File: src/rtl/bad_pkg.sv
package bad_pkg;
	// Data path widths
	localparam int DATA_W = 16;
	localparam int DIGIT_W = 4;
	localparam int NDIGIT = 4;
	localparam int BYTE_W = 8;
	// Register bank: sixty-four words
	localparam int NREG = 64;
	localparam int RADDR_W = 6;
	// Accumulator reset value
	localparam logic [15:0] ACC_RST = 16'h0000;
	// Largest legal BCD digit
	localparam logic [3:0] DIGIT_MAX = 4'h9;
	localparam logic [3:0] DIGIT_TEN = 4'ha;
	// Operation codes
	typedef enum logic [2:0] {
		BAD_OP_NOP = 3'b000,
		BAD_OP_LDK = 3'b001,
		BAD_OP_LDG = 3'b010,
		BAD_OP_LDR = 3'b011,
		BAD_OP_ADD = 3'b100,
		BAD_OP_SUB = 3'b101,
		BAD_OP_CMP = 3'b110,
		BAD_OP_STR = 3'b111
	} bad_op_t;
	// Flag vector positions
	localparam int FLG_GT = 0;
	localparam int FLG_EQ = 1;
	localparam int FLG_LT = 2;
	localparam int FLG_CY = 3;
	localparam int FLG_ZR = 4;
	localparam int FLG_OV = 5;
	localparam int NFLAG = 6;
endpackage

File: src/rtl/bad_reg_if.sv
`timescale 1ns/1ps
// Register bank port bundle
interface bad_reg_if;
	logic we;
	logic [5:0] waddr;
	logic [15:0] wdata;
	logic [5:0] raddr;
	logic [15:0] rdata;
	modport ctl (output we, waddr, wdata, raddr, input rdata);
	modport mem (input we, waddr, wdata, raddr, output rdata);
endinterface

File: src/rtl/bad_regbank.sv
`timescale 1ns/1ps
// Sixty-four word register bank, registered read
module bad_regbank #(
	parameter int NREG = bad_pkg::NREG
) (
	// Clock
	input wire logic i_clk,
	// Port bundle
	bad_reg_if.mem rb
);
	import bad_pkg::*;
	logic [15:0] mem_q [NREG];

	// Write and registered read; no reset, as bank contents persist
	always_ff @(posedge i_clk) begin
		if (rb.we) begin
			mem_q[rb.waddr] <= rb.wdata; // [RULE_06]
		end
		rb.rdata <= mem_q[rb.raddr];
	end
endmodule // bad_regbank

File: src/rtl/bad_accum.sv
`timescale 1ns/1ps
// Overview of operation
// RULE_01: Operands load into one 16-bit accumulator first
// RULE_02: Accumulator holds four packed BCD digits
// RULE_03: Valid values span 0000 to 9999
// RULE_04: Results write back into the accumulator
// RULE_05: Accumulator can go to outputs or registers
// RULE_06: Bank of sixty-four 16-bit registers
// RULE_07: Arithmetic only on valid BCD values
// RULE_08: Accumulator holds until load or computation
// RULE_09: Operand is constant or group reference
// RULE_10: Constant digits stored LSD low, MSD high
// RULE_11: Group: lowest point in accumulator bit 0
// RULE_12: Register word: low byte holds low digits
// RULE_13: Operations set compare, carry, zero, overflow flags
// RULE_14: Accumulator is zero after reset
module bad_accum (
	// Clock and reset
	input wire logic i_clk,
	input wire logic i_sys_rst,
	// Operation request, one-cycle strobe
	input wire logic i_op_vld,
	input wire bad_pkg::bad_op_t i_op,
	input wire logic [15:0] i_const,
	input wire logic [5:0] i_reg_addr,
	input wire logic i_wide,
	// Discrete point group in
	input wire logic [15:0] i_grp,
	// Outputs
	output logic [15:0] o_acc,
	output logic [15:0] o_grp_out,
	output logic o_grp_we,
	output logic [5:0] o_flags,
	output logic o_busy,
	output logic o_bcd_err
);
	import bad_pkg::*;

	bad_reg_if rb();

	bad_regbank #(.NREG(NREG)) u_bank (
		.i_clk(i_clk),
		.rb(rb)
	);

	typedef enum logic [1:0] {
		BAD_ST_IDLE = 2'b00,
		BAD_ST_READ = 2'b01,
		BAD_ST_EXEC = 2'b10
	} bad_st_t;

	bad_st_t st_q, st_d;
	bad_op_t op_q;
	logic [15:0] acc_q, acc_d;
	logic [5:0] flags_q, flags_d;
	logic [15:0] grp_out_q;
	logic grp_we_q;
	logic bcd_err_q, bcd_err_d;
	logic [15:0] opnd;
	logic [15:0] sum_bcd, dif_bcd;
	logic [4:0] sum_c, dif_b;
	logic acc_ok, opnd_ok;
	logic [3:0] acc_dig_ok, opnd_dig_ok;
	logic [15:0] grp_in;
	logic [15:0] grp_in_m;
	logic [15:0] grp_s1_q, grp_s2_q, grp_s3_q, grp_flt_q, grp_flt_d;
	logic [5:0] addr_q;
	logic busy_q;

	// Points are asynchronous; a bit moves once stages two and three agree
	assign grp_flt_d = (grp_s2_q & grp_s3_q) |
		(grp_flt_q & (grp_s2_q | grp_s3_q));

	// Point synchroniser and filter
	always_ff @(posedge i_clk or posedge i_sys_rst) begin
		if (i_sys_rst) begin
			grp_s1_q <= '0;
			grp_s2_q <= '0;
			grp_s3_q <= '0;
			grp_flt_q <= '0;
		end else begin
			grp_s1_q <= i_grp;
			grp_s2_q <= grp_s1_q;
			grp_s3_q <= grp_s2_q;
			grp_flt_q <= grp_flt_d;
		end
	end

	// Narrow groups take eight points; upper byte reads zero
	assign grp_in_m = i_wide ? grp_flt_q :
		{{(DATA_W - BYTE_W){1'b0}}, grp_flt_q[BYTE_W-1:0]}; // [RULE_11]
	assign grp_in = grp_in_m;

	// Register read port; address held so the caller may move on
	assign rb.raddr = (st_q == BAD_ST_IDLE) ? i_reg_addr :
		addr_q; // [RULE_12]
	assign opnd = rb.rdata;

	// Per-digit adder, subtractor and validity checks
	assign sum_c[0] = 1'b0;
	assign dif_b[0] = 1'b0;
	genvar g;
	generate
		for (g = 0; g < NDIGIT; g++) begin : g_dig
			logic [3:0] a, b;
			logic [4:0] s, d;
			assign a = acc_q[g*DIGIT_W +: DIGIT_W];
			assign b = opnd[g*DIGIT_W +: DIGIT_W];
			assign acc_dig_ok[g] = a <= DIGIT_MAX; // [RULE_03]
			assign opnd_dig_ok[g] = b <= DIGIT_MAX;
			assign s = {1'b0, a} + {1'b0, b} + {4'h0, sum_c[g]};
			assign d = {1'b0, a} - {1'b0, b} - {4'h0, dif_b[g]};
			// Decimal adjust per digit
			assign sum_c[g+1] = s > {1'b0, DIGIT_MAX};
			assign sum_bcd[g*DIGIT_W +: DIGIT_W] = sum_c[g+1] ?
				4'(s - {1'b0, DIGIT_TEN}) : s[3:0]; // [RULE_02]
			assign dif_b[g+1] = d[4];
			assign dif_bcd[g*DIGIT_W +: DIGIT_W] = dif_b[g+1] ?
				4'(d + {1'b0, DIGIT_TEN}) : d[3:0];
		end
	endgenerate
	assign acc_ok = &acc_dig_ok;
	assign opnd_ok = &opnd_dig_ok;

	// Sequencer: register operands need one read cycle
	always_comb begin
		st_d = st_q;
		acc_d = acc_q;
		flags_d = flags_q;
		bcd_err_d = bcd_err_q;
		unique case (st_q)
			BAD_ST_IDLE: begin
				if (i_op_vld) begin
					unique case (i_op)
						BAD_OP_LDK: acc_d = i_const; // [RULE_09] [RULE_10]
						BAD_OP_LDG: acc_d = grp_in; // [RULE_01] [RULE_09]
						BAD_OP_NOP, BAD_OP_STR: acc_d = acc_q; // [RULE_08]
						BAD_OP_LDR, BAD_OP_ADD, BAD_OP_SUB, BAD_OP_CMP:
							st_d = BAD_ST_READ;
					endcase
				end
			end
			BAD_ST_READ: st_d = BAD_ST_EXEC;
			BAD_ST_EXEC: begin
				st_d = BAD_ST_IDLE;
				bcd_err_d = 1'b0;
				if (op_q == BAD_OP_LDR) begin
					acc_d = opnd; // [RULE_01]
				end else if (!(acc_ok && opnd_ok)) begin
					bcd_err_d = 1'b1; // [RULE_07]
				end else begin
					flags_d[FLG_GT] = acc_q > opnd; // [RULE_13]
					flags_d[FLG_EQ] = acc_q == opnd;
					flags_d[FLG_LT] = acc_q < opnd;
					if (op_q == BAD_OP_ADD) begin
						acc_d = sum_bcd; // [RULE_04]
						flags_d[FLG_CY] = sum_c[NDIGIT];
						flags_d[FLG_OV] = sum_c[NDIGIT];
						flags_d[FLG_ZR] = sum_bcd == ACC_RST;
					end else if (op_q == BAD_OP_SUB) begin
						acc_d = dif_bcd; // [RULE_04]
						flags_d[FLG_CY] = dif_b[NDIGIT];
						flags_d[FLG_OV] = 1'b0;
						flags_d[FLG_ZR] = dif_bcd == ACC_RST;
					end
				end
			end
			default: st_d = BAD_ST_IDLE;
		endcase
	end

	// Store to register bank or to discrete outputs
	assign rb.we = i_op_vld && st_q == BAD_ST_IDLE && i_op == BAD_OP_STR &&
		!i_wide; // [RULE_05]
	assign rb.waddr = i_reg_addr;
	assign rb.wdata = acc_q;

	// State registers; accumulator cleared at reset
	always_ff @(posedge i_clk or posedge i_sys_rst) begin
		if (i_sys_rst) begin
			st_q <= BAD_ST_IDLE;
			op_q <= BAD_OP_NOP;
			acc_q <= ACC_RST; // [RULE_14]
			flags_q <= '0;
			bcd_err_q <= 1'b0;
			addr_q <= '0;
			busy_q <= 1'b0;
		end else begin
			st_q <= st_d;
			busy_q <= st_d != BAD_ST_IDLE;
			if (i_op_vld && st_q == BAD_ST_IDLE) begin
				op_q <= i_op;
				addr_q <= i_reg_addr;
			end
			acc_q <= acc_d;
			flags_q <= flags_d;
			bcd_err_q <= bcd_err_d;
		end
	end

	// Group output latch; i_wide selects points instead of bank
	always_ff @(posedge i_clk or posedge i_sys_rst) begin
		if (i_sys_rst) begin
			grp_out_q <= '0;
			grp_we_q <= 1'b0;
		end else begin
			grp_we_q <= i_op_vld && st_q == BAD_ST_IDLE &&
				i_op == BAD_OP_STR && i_wide;
			if (i_op_vld && st_q == BAD_ST_IDLE && i_op == BAD_OP_STR &&
				i_wide) begin
				grp_out_q <= acc_q; // [RULE_05]
			end
		end
	end

	assign o_acc = acc_q;
	assign o_flags = flags_q;
	assign o_grp_out = grp_out_q;
	assign o_grp_we = grp_we_q;
	assign o_busy = busy_q;
	assign o_bcd_err = bcd_err_q;

	chk_acc_hold: assert property (@(posedge i_clk) disable iff (i_sys_rst)
		(st_q == BAD_ST_IDLE && !i_op_vld) |=> $stable(acc_q)) // [RULE_08]
		else $error("accumulator changed without an operation");
	chk_const_load: assert property (@(posedge i_clk) disable iff (i_sys_rst)
		(st_q == BAD_ST_IDLE && i_op_vld && i_op == BAD_OP_LDK)
		|=> acc_q == $past(i_const)) // [RULE_10]
		else $error("constant not loaded in order");
	chk_grp_load: assert property (@(posedge i_clk) disable iff (i_sys_rst)
		(st_q == BAD_ST_IDLE && i_op_vld && i_op == BAD_OP_LDG && !i_wide)
		|=> acc_q[15:8] == 8'h00) // [RULE_11]
		else $error("narrow group loaded upper byte");
	chk_op_done: assert property (@(posedge i_clk) disable iff (i_sys_rst)
		(st_q == BAD_ST_IDLE && i_op_vld && i_op == BAD_OP_ADD)
		|-> ##1 st_q == BAD_ST_READ ##1 st_q == BAD_ST_EXEC
		##1 st_q == BAD_ST_IDLE) // [RULE_04]
		else $error("add sequence wrong");
	chk_add_bcd: assert property (@(posedge i_clk) disable iff (i_sys_rst)
		(st_q == BAD_ST_EXEC && op_q == BAD_OP_ADD && acc_ok && opnd_ok)
		|=> acc_q[3:0] <= DIGIT_MAX && acc_q[7:4] <= DIGIT_MAX &&
		acc_q[11:8] <= DIGIT_MAX && acc_q[15:12] <= DIGIT_MAX) // [RULE_02]
		else $error("add result not BCD");
	chk_bad_bcd: assert property (@(posedge i_clk) disable iff (i_sys_rst)
		(st_q == BAD_ST_EXEC && op_q != BAD_OP_LDR && !(acc_ok && opnd_ok))
		|=> o_bcd_err && $stable(acc_q)) // [RULE_07]
		else $error("arithmetic on non BCD value");
	chk_eq_flag: assert property (@(posedge i_clk) disable iff (i_sys_rst)
		(st_q == BAD_ST_EXEC && op_q == BAD_OP_CMP && acc_ok && opnd_ok)
		|=> o_flags[FLG_EQ] == ($past(acc_q) == $past(opnd))) // [RULE_13]
		else $error("equal flag wrong");
	chk_grp_out: assert property (@(posedge i_clk) disable iff (i_sys_rst)
		(st_q == BAD_ST_IDLE && i_op_vld && i_op == BAD_OP_STR && i_wide)
		|=> o_grp_we && o_grp_out == $past(acc_q)) // [RULE_05]
		else $error("group output not written");
	cov_add: cover property (@(posedge i_clk) st_q == BAD_ST_EXEC &&
		op_q == BAD_OP_ADD && sum_c[NDIGIT]);
	cov_sub_borrow: cover property (@(posedge i_clk) st_q == BAD_ST_EXEC &&
		op_q == BAD_OP_SUB && dif_b[NDIGIT]);
	cov_store: cover property (@(posedge i_clk) rb.we);
endmodule // bad_accum

File: config.mk
export PLATFORM = sky130hd
export DESIGN_NAME = bad_accum
export DESIGN_NICKNAME = d
export VERILOG_FILES = /design/src/rtl/bad_pkg.sv /design/src/rtl/bad_reg_if.sv /design/src/rtl/bad_regbank.sv /design/src/rtl/bad_accum.sv
export SDC_FILE = /design/constraint.sdc
export NUM_CORES = 2
export LEC_CHECK = 0
export ABC_CLOCK_PERIOD_IN_PS = 11100
export BUFFER_PORTS_ARGS = -buffer_cell sky130_fd_sc_hd__buf_2
export CAP_MARGIN = 20
export CORE_MARGIN = 8
export CORE_UTILIZATION = 63
export DETAILED_ROUTE_END_ITERATION = 16
export GPL_TIMING_DRIVEN = 0
export PLACE_DENSITY = 0.91
export RECOVER_POWER = 100
export SLEW_MARGIN = 40
export SYNTH_ARGS = -nofsm -noshare
export SYNTH_HDL_FRONTEND = slang
export SYNTH_HIERARCHICAL = 1
export SYNTH_SLANG_ARGS = --single-unit
File: constraint.sdc
create_clock -name i_clk -period 11.1 [get_ports i_clk]
set_input_delay 2.22 -clock i_clk [delete_from_list [all_inputs] [get_ports i_clk]]
set_output_delay 2.22 -clock i_clk [all_outputs]
set_load 0.03 [all_outputs]
# Word level (Yosys, flattened, before mapping)
# Memory sizes are Yosys's and may differ from the RTL's. A register that Yosys moved wholly into a read port is not among the register bits.
# Cells that the tools add are included.
# word_totals
mem_count,1
input_bits,45
ff_bits,116
ramBits,1024
word_cells,117
output_inout_bits,41
# mem_list
memory,depth,width,rd,rd_clocked_by_memory_dff,write_ports,line,rtl
u_bank.mem_q,64,16,1,1,1,bad_regbank.sv:12,logic [15:0] mem_q [NREG];
# op_classes
n_lt_le_gt_ge,14
reduce_logical,18
n_addsub,22
bitwise,5
mux,26
n_eq_ne,17
# op_table
cell,count
$mux W16,6
$pmux W16 S2,2
$and A16 B16 Y16,2
$le A4 B4 Y1 const B,8
$logic_not A16 Y1,2
$mux W4,8
$or A16 B16 Y16,2
$add A4 B4 Y5,4
$gt A5 B4 Y1 const B,4
$sub A4 B4 Y5,4
$eq A3 B3 Y1 const B,6
$add A4 B4 Y4 const B,4
$eq A16 B16 Y1,1
$gt A16 B16 Y1,1
$lt A16 B16 Y1,1
$sub A4 B4 Y4 const B,4
$add A5 B1 Y5,3
$sub A5 B1 Y5,3
$reduce_and A4 Y1,3
$eq A3 B2 Y1 const B,3
$mux W3,2
$mux W6,1
$reduce_bool A2 Y1,3
$logic_and A1 B1 Y1,5
other kinds (16),20

# Depth between registers and ports, before layout
# logic_depth
word_depth,13
depth_mapped,36
mapped_depth_nobuf,36

# Hierarchy
# The synthesis kept the hierarchy.
# by_module_without_submodules
module,area_each_um2,n_inst,cells_each,seq_area_each_um2
bad_regbank,40042.2,1,1829,31069.8
bad_accum,7141.8,1,728,2902.8

# Worst setup path after synthesis
# No wires, ideal clock.
# synth_path
kind,register -> register
startpoint,"register acc_q[1], in the netlist o_acc[1]"
endpoint,"register flags_q[4], in the netlist o_flags[4]"
setup_time_ps,95
path_stages_with_launch,35
path_slack_ps,1507
path_buffers,0
arrival_ps,9497
path_cell_list,dfrtp_1 -> inv_1 -> fa_1 -> xnor2_2 -> ha_1 -> a21boi_0 -> a31oi_2 -> a21bo_4 -> fa_1 -> fa_1 -> xor2_1 -> ha_1 -> a21boi_0 -> nor2_1 -> mux2_2 -> a21oi_1 -> inv_1 -> fa_1 -> fa_1 -> xor2_1 -> ha_1 -> a21boi_0 -> nor2_1 -> mux2_2 -> a21oi_1 -> inv_1 -> fa_1 -> fa_1 -> xor2_1 -> ha_1 -> a32oi_1 -> a21oi_1 -> mux2i_1 -> nand2_1 -> o31ai_1
# synth_via
elab_chain_len,11
elab_cells_between_ends,36
classes_between,add/sub: 16; order compare: 5; mux: 10; reduce/logical: 5
# synth_lines
element,line,rtl
"start, declared",bad_accum.sv:54,"logic [15:0] acc_q, acc_d;"
"start signal, assigned",bad_accum.sv:183,acc_q <= ACC_RST;
"start signal, assigned",bad_accum.sv:195,acc_q <= acc_d;
$add A4 B4 Y5,bad_accum.sv:111,"assign s = {1'b0, a} + {1'b0, b} + {4'h0, sum_c[g]};"
$gt A5 B4 Y1,bad_accum.sv:114,"assign sum_c[g+1] = s > {1'b0, DIGIT_MAX};"
$add A5 B1 Y5,bad_accum.sv:111,
$gt A5 B4 Y1,bad_accum.sv:114,
$add A5 B1 Y5,bad_accum.sv:111,
$gt A5 B4 Y1,bad_accum.sv:114,
$add A5 B1 Y5,bad_accum.sv:111,
$sub A4 B4 Y4 or $gt A5 B4 Y1 (tied branches),"bad_accum.sv:116, bad_accum.sv:114",
$mux W4,bad_accum.sv:115,assign sum_bcd[g*DIGIT_W +: DIGIT_W] = sum_c[g+1] ?
$logic_not A16 Y1,bad_accum.sv:159,flags_d[FLG_ZR] = sum_bcd == ACC_RST;
$mux W3,bad_accum.sv:155,if (op_q == BAD_OP_ADD) begin
"end signal, assigned",bad_accum.sv:196,flags_q <= flags_d;
"end, declared",bad_accum.sv:55,"logic [5:0] flags_q, flags_d;"
# Parallel ways exist; a longest one is shown, timed or not. The select of a mux whose other input is x is not followed.
# A chain may end at the register's enable or synchronous reset.

# Final worst setup path
# layout_path
startpoint,"register acc_q[2], in the netlist o_acc[2]"
endpoint,"register acc_q[13], in the netlist o_acc[13]"
# layout_via
elab_chain_len,13
elab_cells_between_ends,26
classes_between,add/sub: 10; order compare: 5; eq/ne: 1; mux: 7; reduce/logical: 3
# layout_lines
element,line,rtl
$add A4 B4 Y5,bad_accum.sv:111,
$gt A5 B4 Y1,bad_accum.sv:114,
$add A5 B1 Y5,bad_accum.sv:111,
$gt A5 B4 Y1,bad_accum.sv:114,
$add A5 B1 Y5,bad_accum.sv:111,
$gt A5 B4 Y1,bad_accum.sv:114,
$add A5 B1 Y5,bad_accum.sv:111,
$sub A4 B4 Y4 or $gt A5 B4 Y1 (tied branches),"bad_accum.sv:116, bad_accum.sv:114",
$mux W4,bad_accum.sv:115,
$mux W16,bad_accum.sv:155,
$mux W16,bad_accum.sv:149,end else if (!(acc_ok && opnd_ok)) begin
$mux W16,bad_accum.sv:147,if (op_q == BAD_OP_LDR) begin
$pmux W16 S2,bad_accum.sv:131,unique case (st_q)
# Parallel ways exist; a longest one is shown, timed or not. The select of a mux whose other input is x is not followed.

==> flow_metrics.env <==
export IMPL_layout_common_cells="edfxtp_1 (1,024), mux4_2 (220), nand2_1 (162), clkbuf_1 (135), dfrtp_1 (113)"
export IMPL_avgSynthCellArea_um2=18.5
export IMPL_postSynthCellCount=2557
export IMPL_clk_pin_slew_ps=60
export IMPL_wire_per_inst_um=34.9
export IMPL_grt_max_degree=65
export IMPL_core_mm2=0.0743
export IMPL_cap_violations=78
export IMPL_critPathSlowestCell="dfrtp_4"
export IMPL_place_congestion=0.973
export IMPL_drcViolationCount=0
export IMPL_via_per_inst=7.18
export IMPL_die_x_um=290
export IMPL_drt_iter0_drc=4131
export IMPL_peakVddDrop_v=0.000197
export IMPL_grt_pass1_vias=27800
export IMPL_port_buffers=84
export IMPL_reg2reg_to="o_acc[13]"
export IMPL_vias=27600
export IMPL_cts_root_buf="clkbuf_16"
export IMPL_post_cts_buffers=0
export IMPL_ys_ff_latch=1156
export IMPL_fmax_mhz=97.1
export IMPL_layout_drive_gt1_share_pct=19.8
export IMPL_fill_cells=4284
export IMPL_synth_net_count=2675
export IMPL_grt_usage_pct=32.1
export IMPL_outcome="finished, violations left"
export IMPL_yosys_warnings=6
export IMPL_async_flop_share_pct=10.0
export IMPL_reg2regPathDepth=35
export IMPL_final_common_cell="edfxtp_1"
export IMPL_cts_tree="done"
export IMPL_regArea_mm2=0.0340
export IMPL_cts_sinks=1156
export IMPL_violations="capacitance limit, slew limit"
export IMPL_seq_area_frac_synth_pct=72.0
export IMPL_core_rowCount=100
export IMPL_ant_nets=0
export IMPL_cts_resized=0
export IMPL_clock_latency_ps=690
export IMPL_hold_viol_final=0
export IMPL_initial_core_util_pct=63.5
export IMPL_synth_cell_type_count=87
export IMPL_routed_wl_um=134000
export IMPL_crit_end="o_acc[13]"
export IMPL_leakagePower_nw=17.6
export IMPL_hpwl_um=84500
export IMPL_report_power_total_mw=14.4
export IMPL_period_share_pct=92.8
export IMPL_power_density_mw_per_mm2=274
export IMPL_syn_area_mm2=0.0472
export IMPL_postCtsHoldBufs=0
export IMPL_relSlewSlack_pct=-127
export IMPL_worst_pin_slew_ps=3400
export IMPL_clock_skew_ps=43.8
export IMPL_num_io_pins=86
export IMPL_critPathLaunch="o_acc[2]"
export IMPL_clockBufferDepth=3
export IMPL_cp_common_cell="fa_1"
export IMPL_fin_area_mm2=0.0524
export IMPL_setup_viol=0
export IMPL_layout_nets=2896
export IMPL_hp_class="register to register"
export IMPL_yosys_area_top_type="edfxtp_1"
export IMPL_synthTopCellsByArea="edfxtp_1 (65%), mux4_2 (11%), dfrtp_1 (6.2%)"
export IMPL_crit_path_max_fanout=36
export IMPL_htree_num_levels=3
export IMPL_synth_top_area_share_pct=65.2
export IMPL_antenna_found_initial=5
export IMPL_path_class="register to register"
export IMPL_min_period_ps=10300
export IMPL_rsz0062_at_grt="false"
export IMPL_area_delta_synth_final_pct=11.0
export IMPL_rrSetupSlack_ps=800
export IMPL_synth_edf_count=1024
export IMPL_setup_worst_path_start_class="register"
export IMPL_first_pass_iters=7
export IMPL_die_h_um=290
export IMPL_die_area_mm2=0.0839
export IMPL_multiInputGateArea_mm2=0.0122
export IMPL_rr_startpoint="o_acc[2]"
export IMPL_final_max_slew_violation_count=1857
export IMPL_final_setup_tns_ps=0
export IMPL_critPathArrivalTime_ps=10840
export IMPL_place_ws_ps=877
export IMPL_ys_flop_type="edfxtp_1"
export IMPL_finalWorstSetupSlack_ps=801
export IMPL_critPathRequiredTime_ps=11640
export IMPL_placed_area_mm2=0.0498
export IMPL_cpPeakStageDelay_ps=720
export IMPL_endpoint_kind="register"
export IMPL_grt_first_pass_wirelength_um=192000
export IMPL_cts_made_buffers=107
export IMPL_overflow=0
synthesized netlist by cell type, types with 6 or more instances:
cell type / instances
a21boi_0: 6
a21o_1: 7
nand3b_1: 6
xor2_1: 9
o31ai_1: 8
a221oi_1: 17
nand2_1: 161
xnor2_1: 19
inv_1: 56
a211o_1: 8
ha_1: 59
nand4_1: 20
a31oi_1: 21
a221o_1: 7
and4_1: 6
buf_4: 13
mux4_2: 220
nor3_1: 11
a311oi_1: 12
a21oi_1: 43
a22o_1: 7
a211oi_1: 19
edfxtp_1: 1024
buf_6: 19
dfxtp_1: 16
nand2b_1: 12
mux2_2: 44
fa_1: 14
buf_2: 39
a22oi_1: 41
nand3_1: 41
maj3_1: 16
dfrtp_1: 116
nor2_1: 109
clkbuf_1: 42
nor2b_1: 43
o21ai_0: 45
mux2i_1: 95
and2_1: 7
metrics by stage:
stage	cells	hold WS, ps	util [%]
4_1_cts	3836	355	71.7
3_3_place_gp	3610	338	65.7
6_report	3841	352	70.5
2_1_floorplan	2557	331	-
5_1_grt	3838	357	70.4
3_5_place_dp	3636	338	67.0
sequential cells by signal (all words and copies together) (netlist names), 16 cells and up:
| signal | cells |
|---|---|
| u_bank/mem_q | 1024 |
| grp_s1_q | 16 |
| grp_s2_q | 16 |
| grp_s3_q | 16 |
| u_bank/rb.rdata | 16 |
| o_acc | 16 |
| grp_flt_q | 16 |
| o_grp_out | 16 |
cell families (layout without fill, tap and decap cells):
group,after synthesis,after routing,synth area share [%]
mux,363,363,13.8
simple gates,452,452,4.65
xor+xnor,31,31,0.636
buf+inv,184,496,2.23
other cells,0,3,0
fa+ha+maj,89,89,2.50
compound gates,282,282,4.20
flops,1156,1156,72.0
worst max-delay path: cells and delay by family (launching register included):
kind,cells,cell delay [ps]
adders and majority gates,11,3840
buffers and inverters,4,650
and+or+nand+nor,2,140
DFF,1,720
AOI/OAI and AO/OA,10,2420
muxes,3,880
xor gates and xnor gates,5,1500
worst min-delay path by stage:
stage	slack, ps	cells after the start	endpoint	start
floorplan	330	0	grp_s2_q[0]	grp_s1_q[0]
detailed placement	340	0	grp_s2_q[14]	grp_s1_q[14]
global placement	340	0	grp_s2_q[4]	grp_s1_q[4]
CTS	360	0	grp_s2_q[9]	grp_s1_q[9]
finish	350	0	grp_s2_q[9]	grp_s1_q[9]
global route	360	0	grp_s2_q[9]	grp_s1_q[9]
final cells by class:
cell class | count | area share, %
flip-flops and latches | 1156 | 64.9
clock buffers | 131 | 5.35
repair buffers | 112 | 0.956
well taps | 969 | 2.32
inverters | 56 | 0.404
multi-input cells | 1217 | 23.2
diodes | 3 | 0.0143
clock inverters | 69 | 1.24
plain buffers | 128 | 1.60
per-layer routing:
metal	wire length (um)	GRT usage (%)	vias to the layer above	share of wire, %
met5	14	0.0595	-	0.010
met4	9850	17.2	2	7.3
met3	16200	8.57	599	12
met2	65200	53.5	2435	49
met1	42800	38.5	13900	32
li1	-	-	10700	-
report_power, final:
part | switching, mW | internal, mW
Combinational | 3.14 | 1.73
Clock | 1.60 | 2.03
Sequential | 0.411 | 5.44
Total | 5.16 | 9.20
Power figures use the tool's default switching activity.
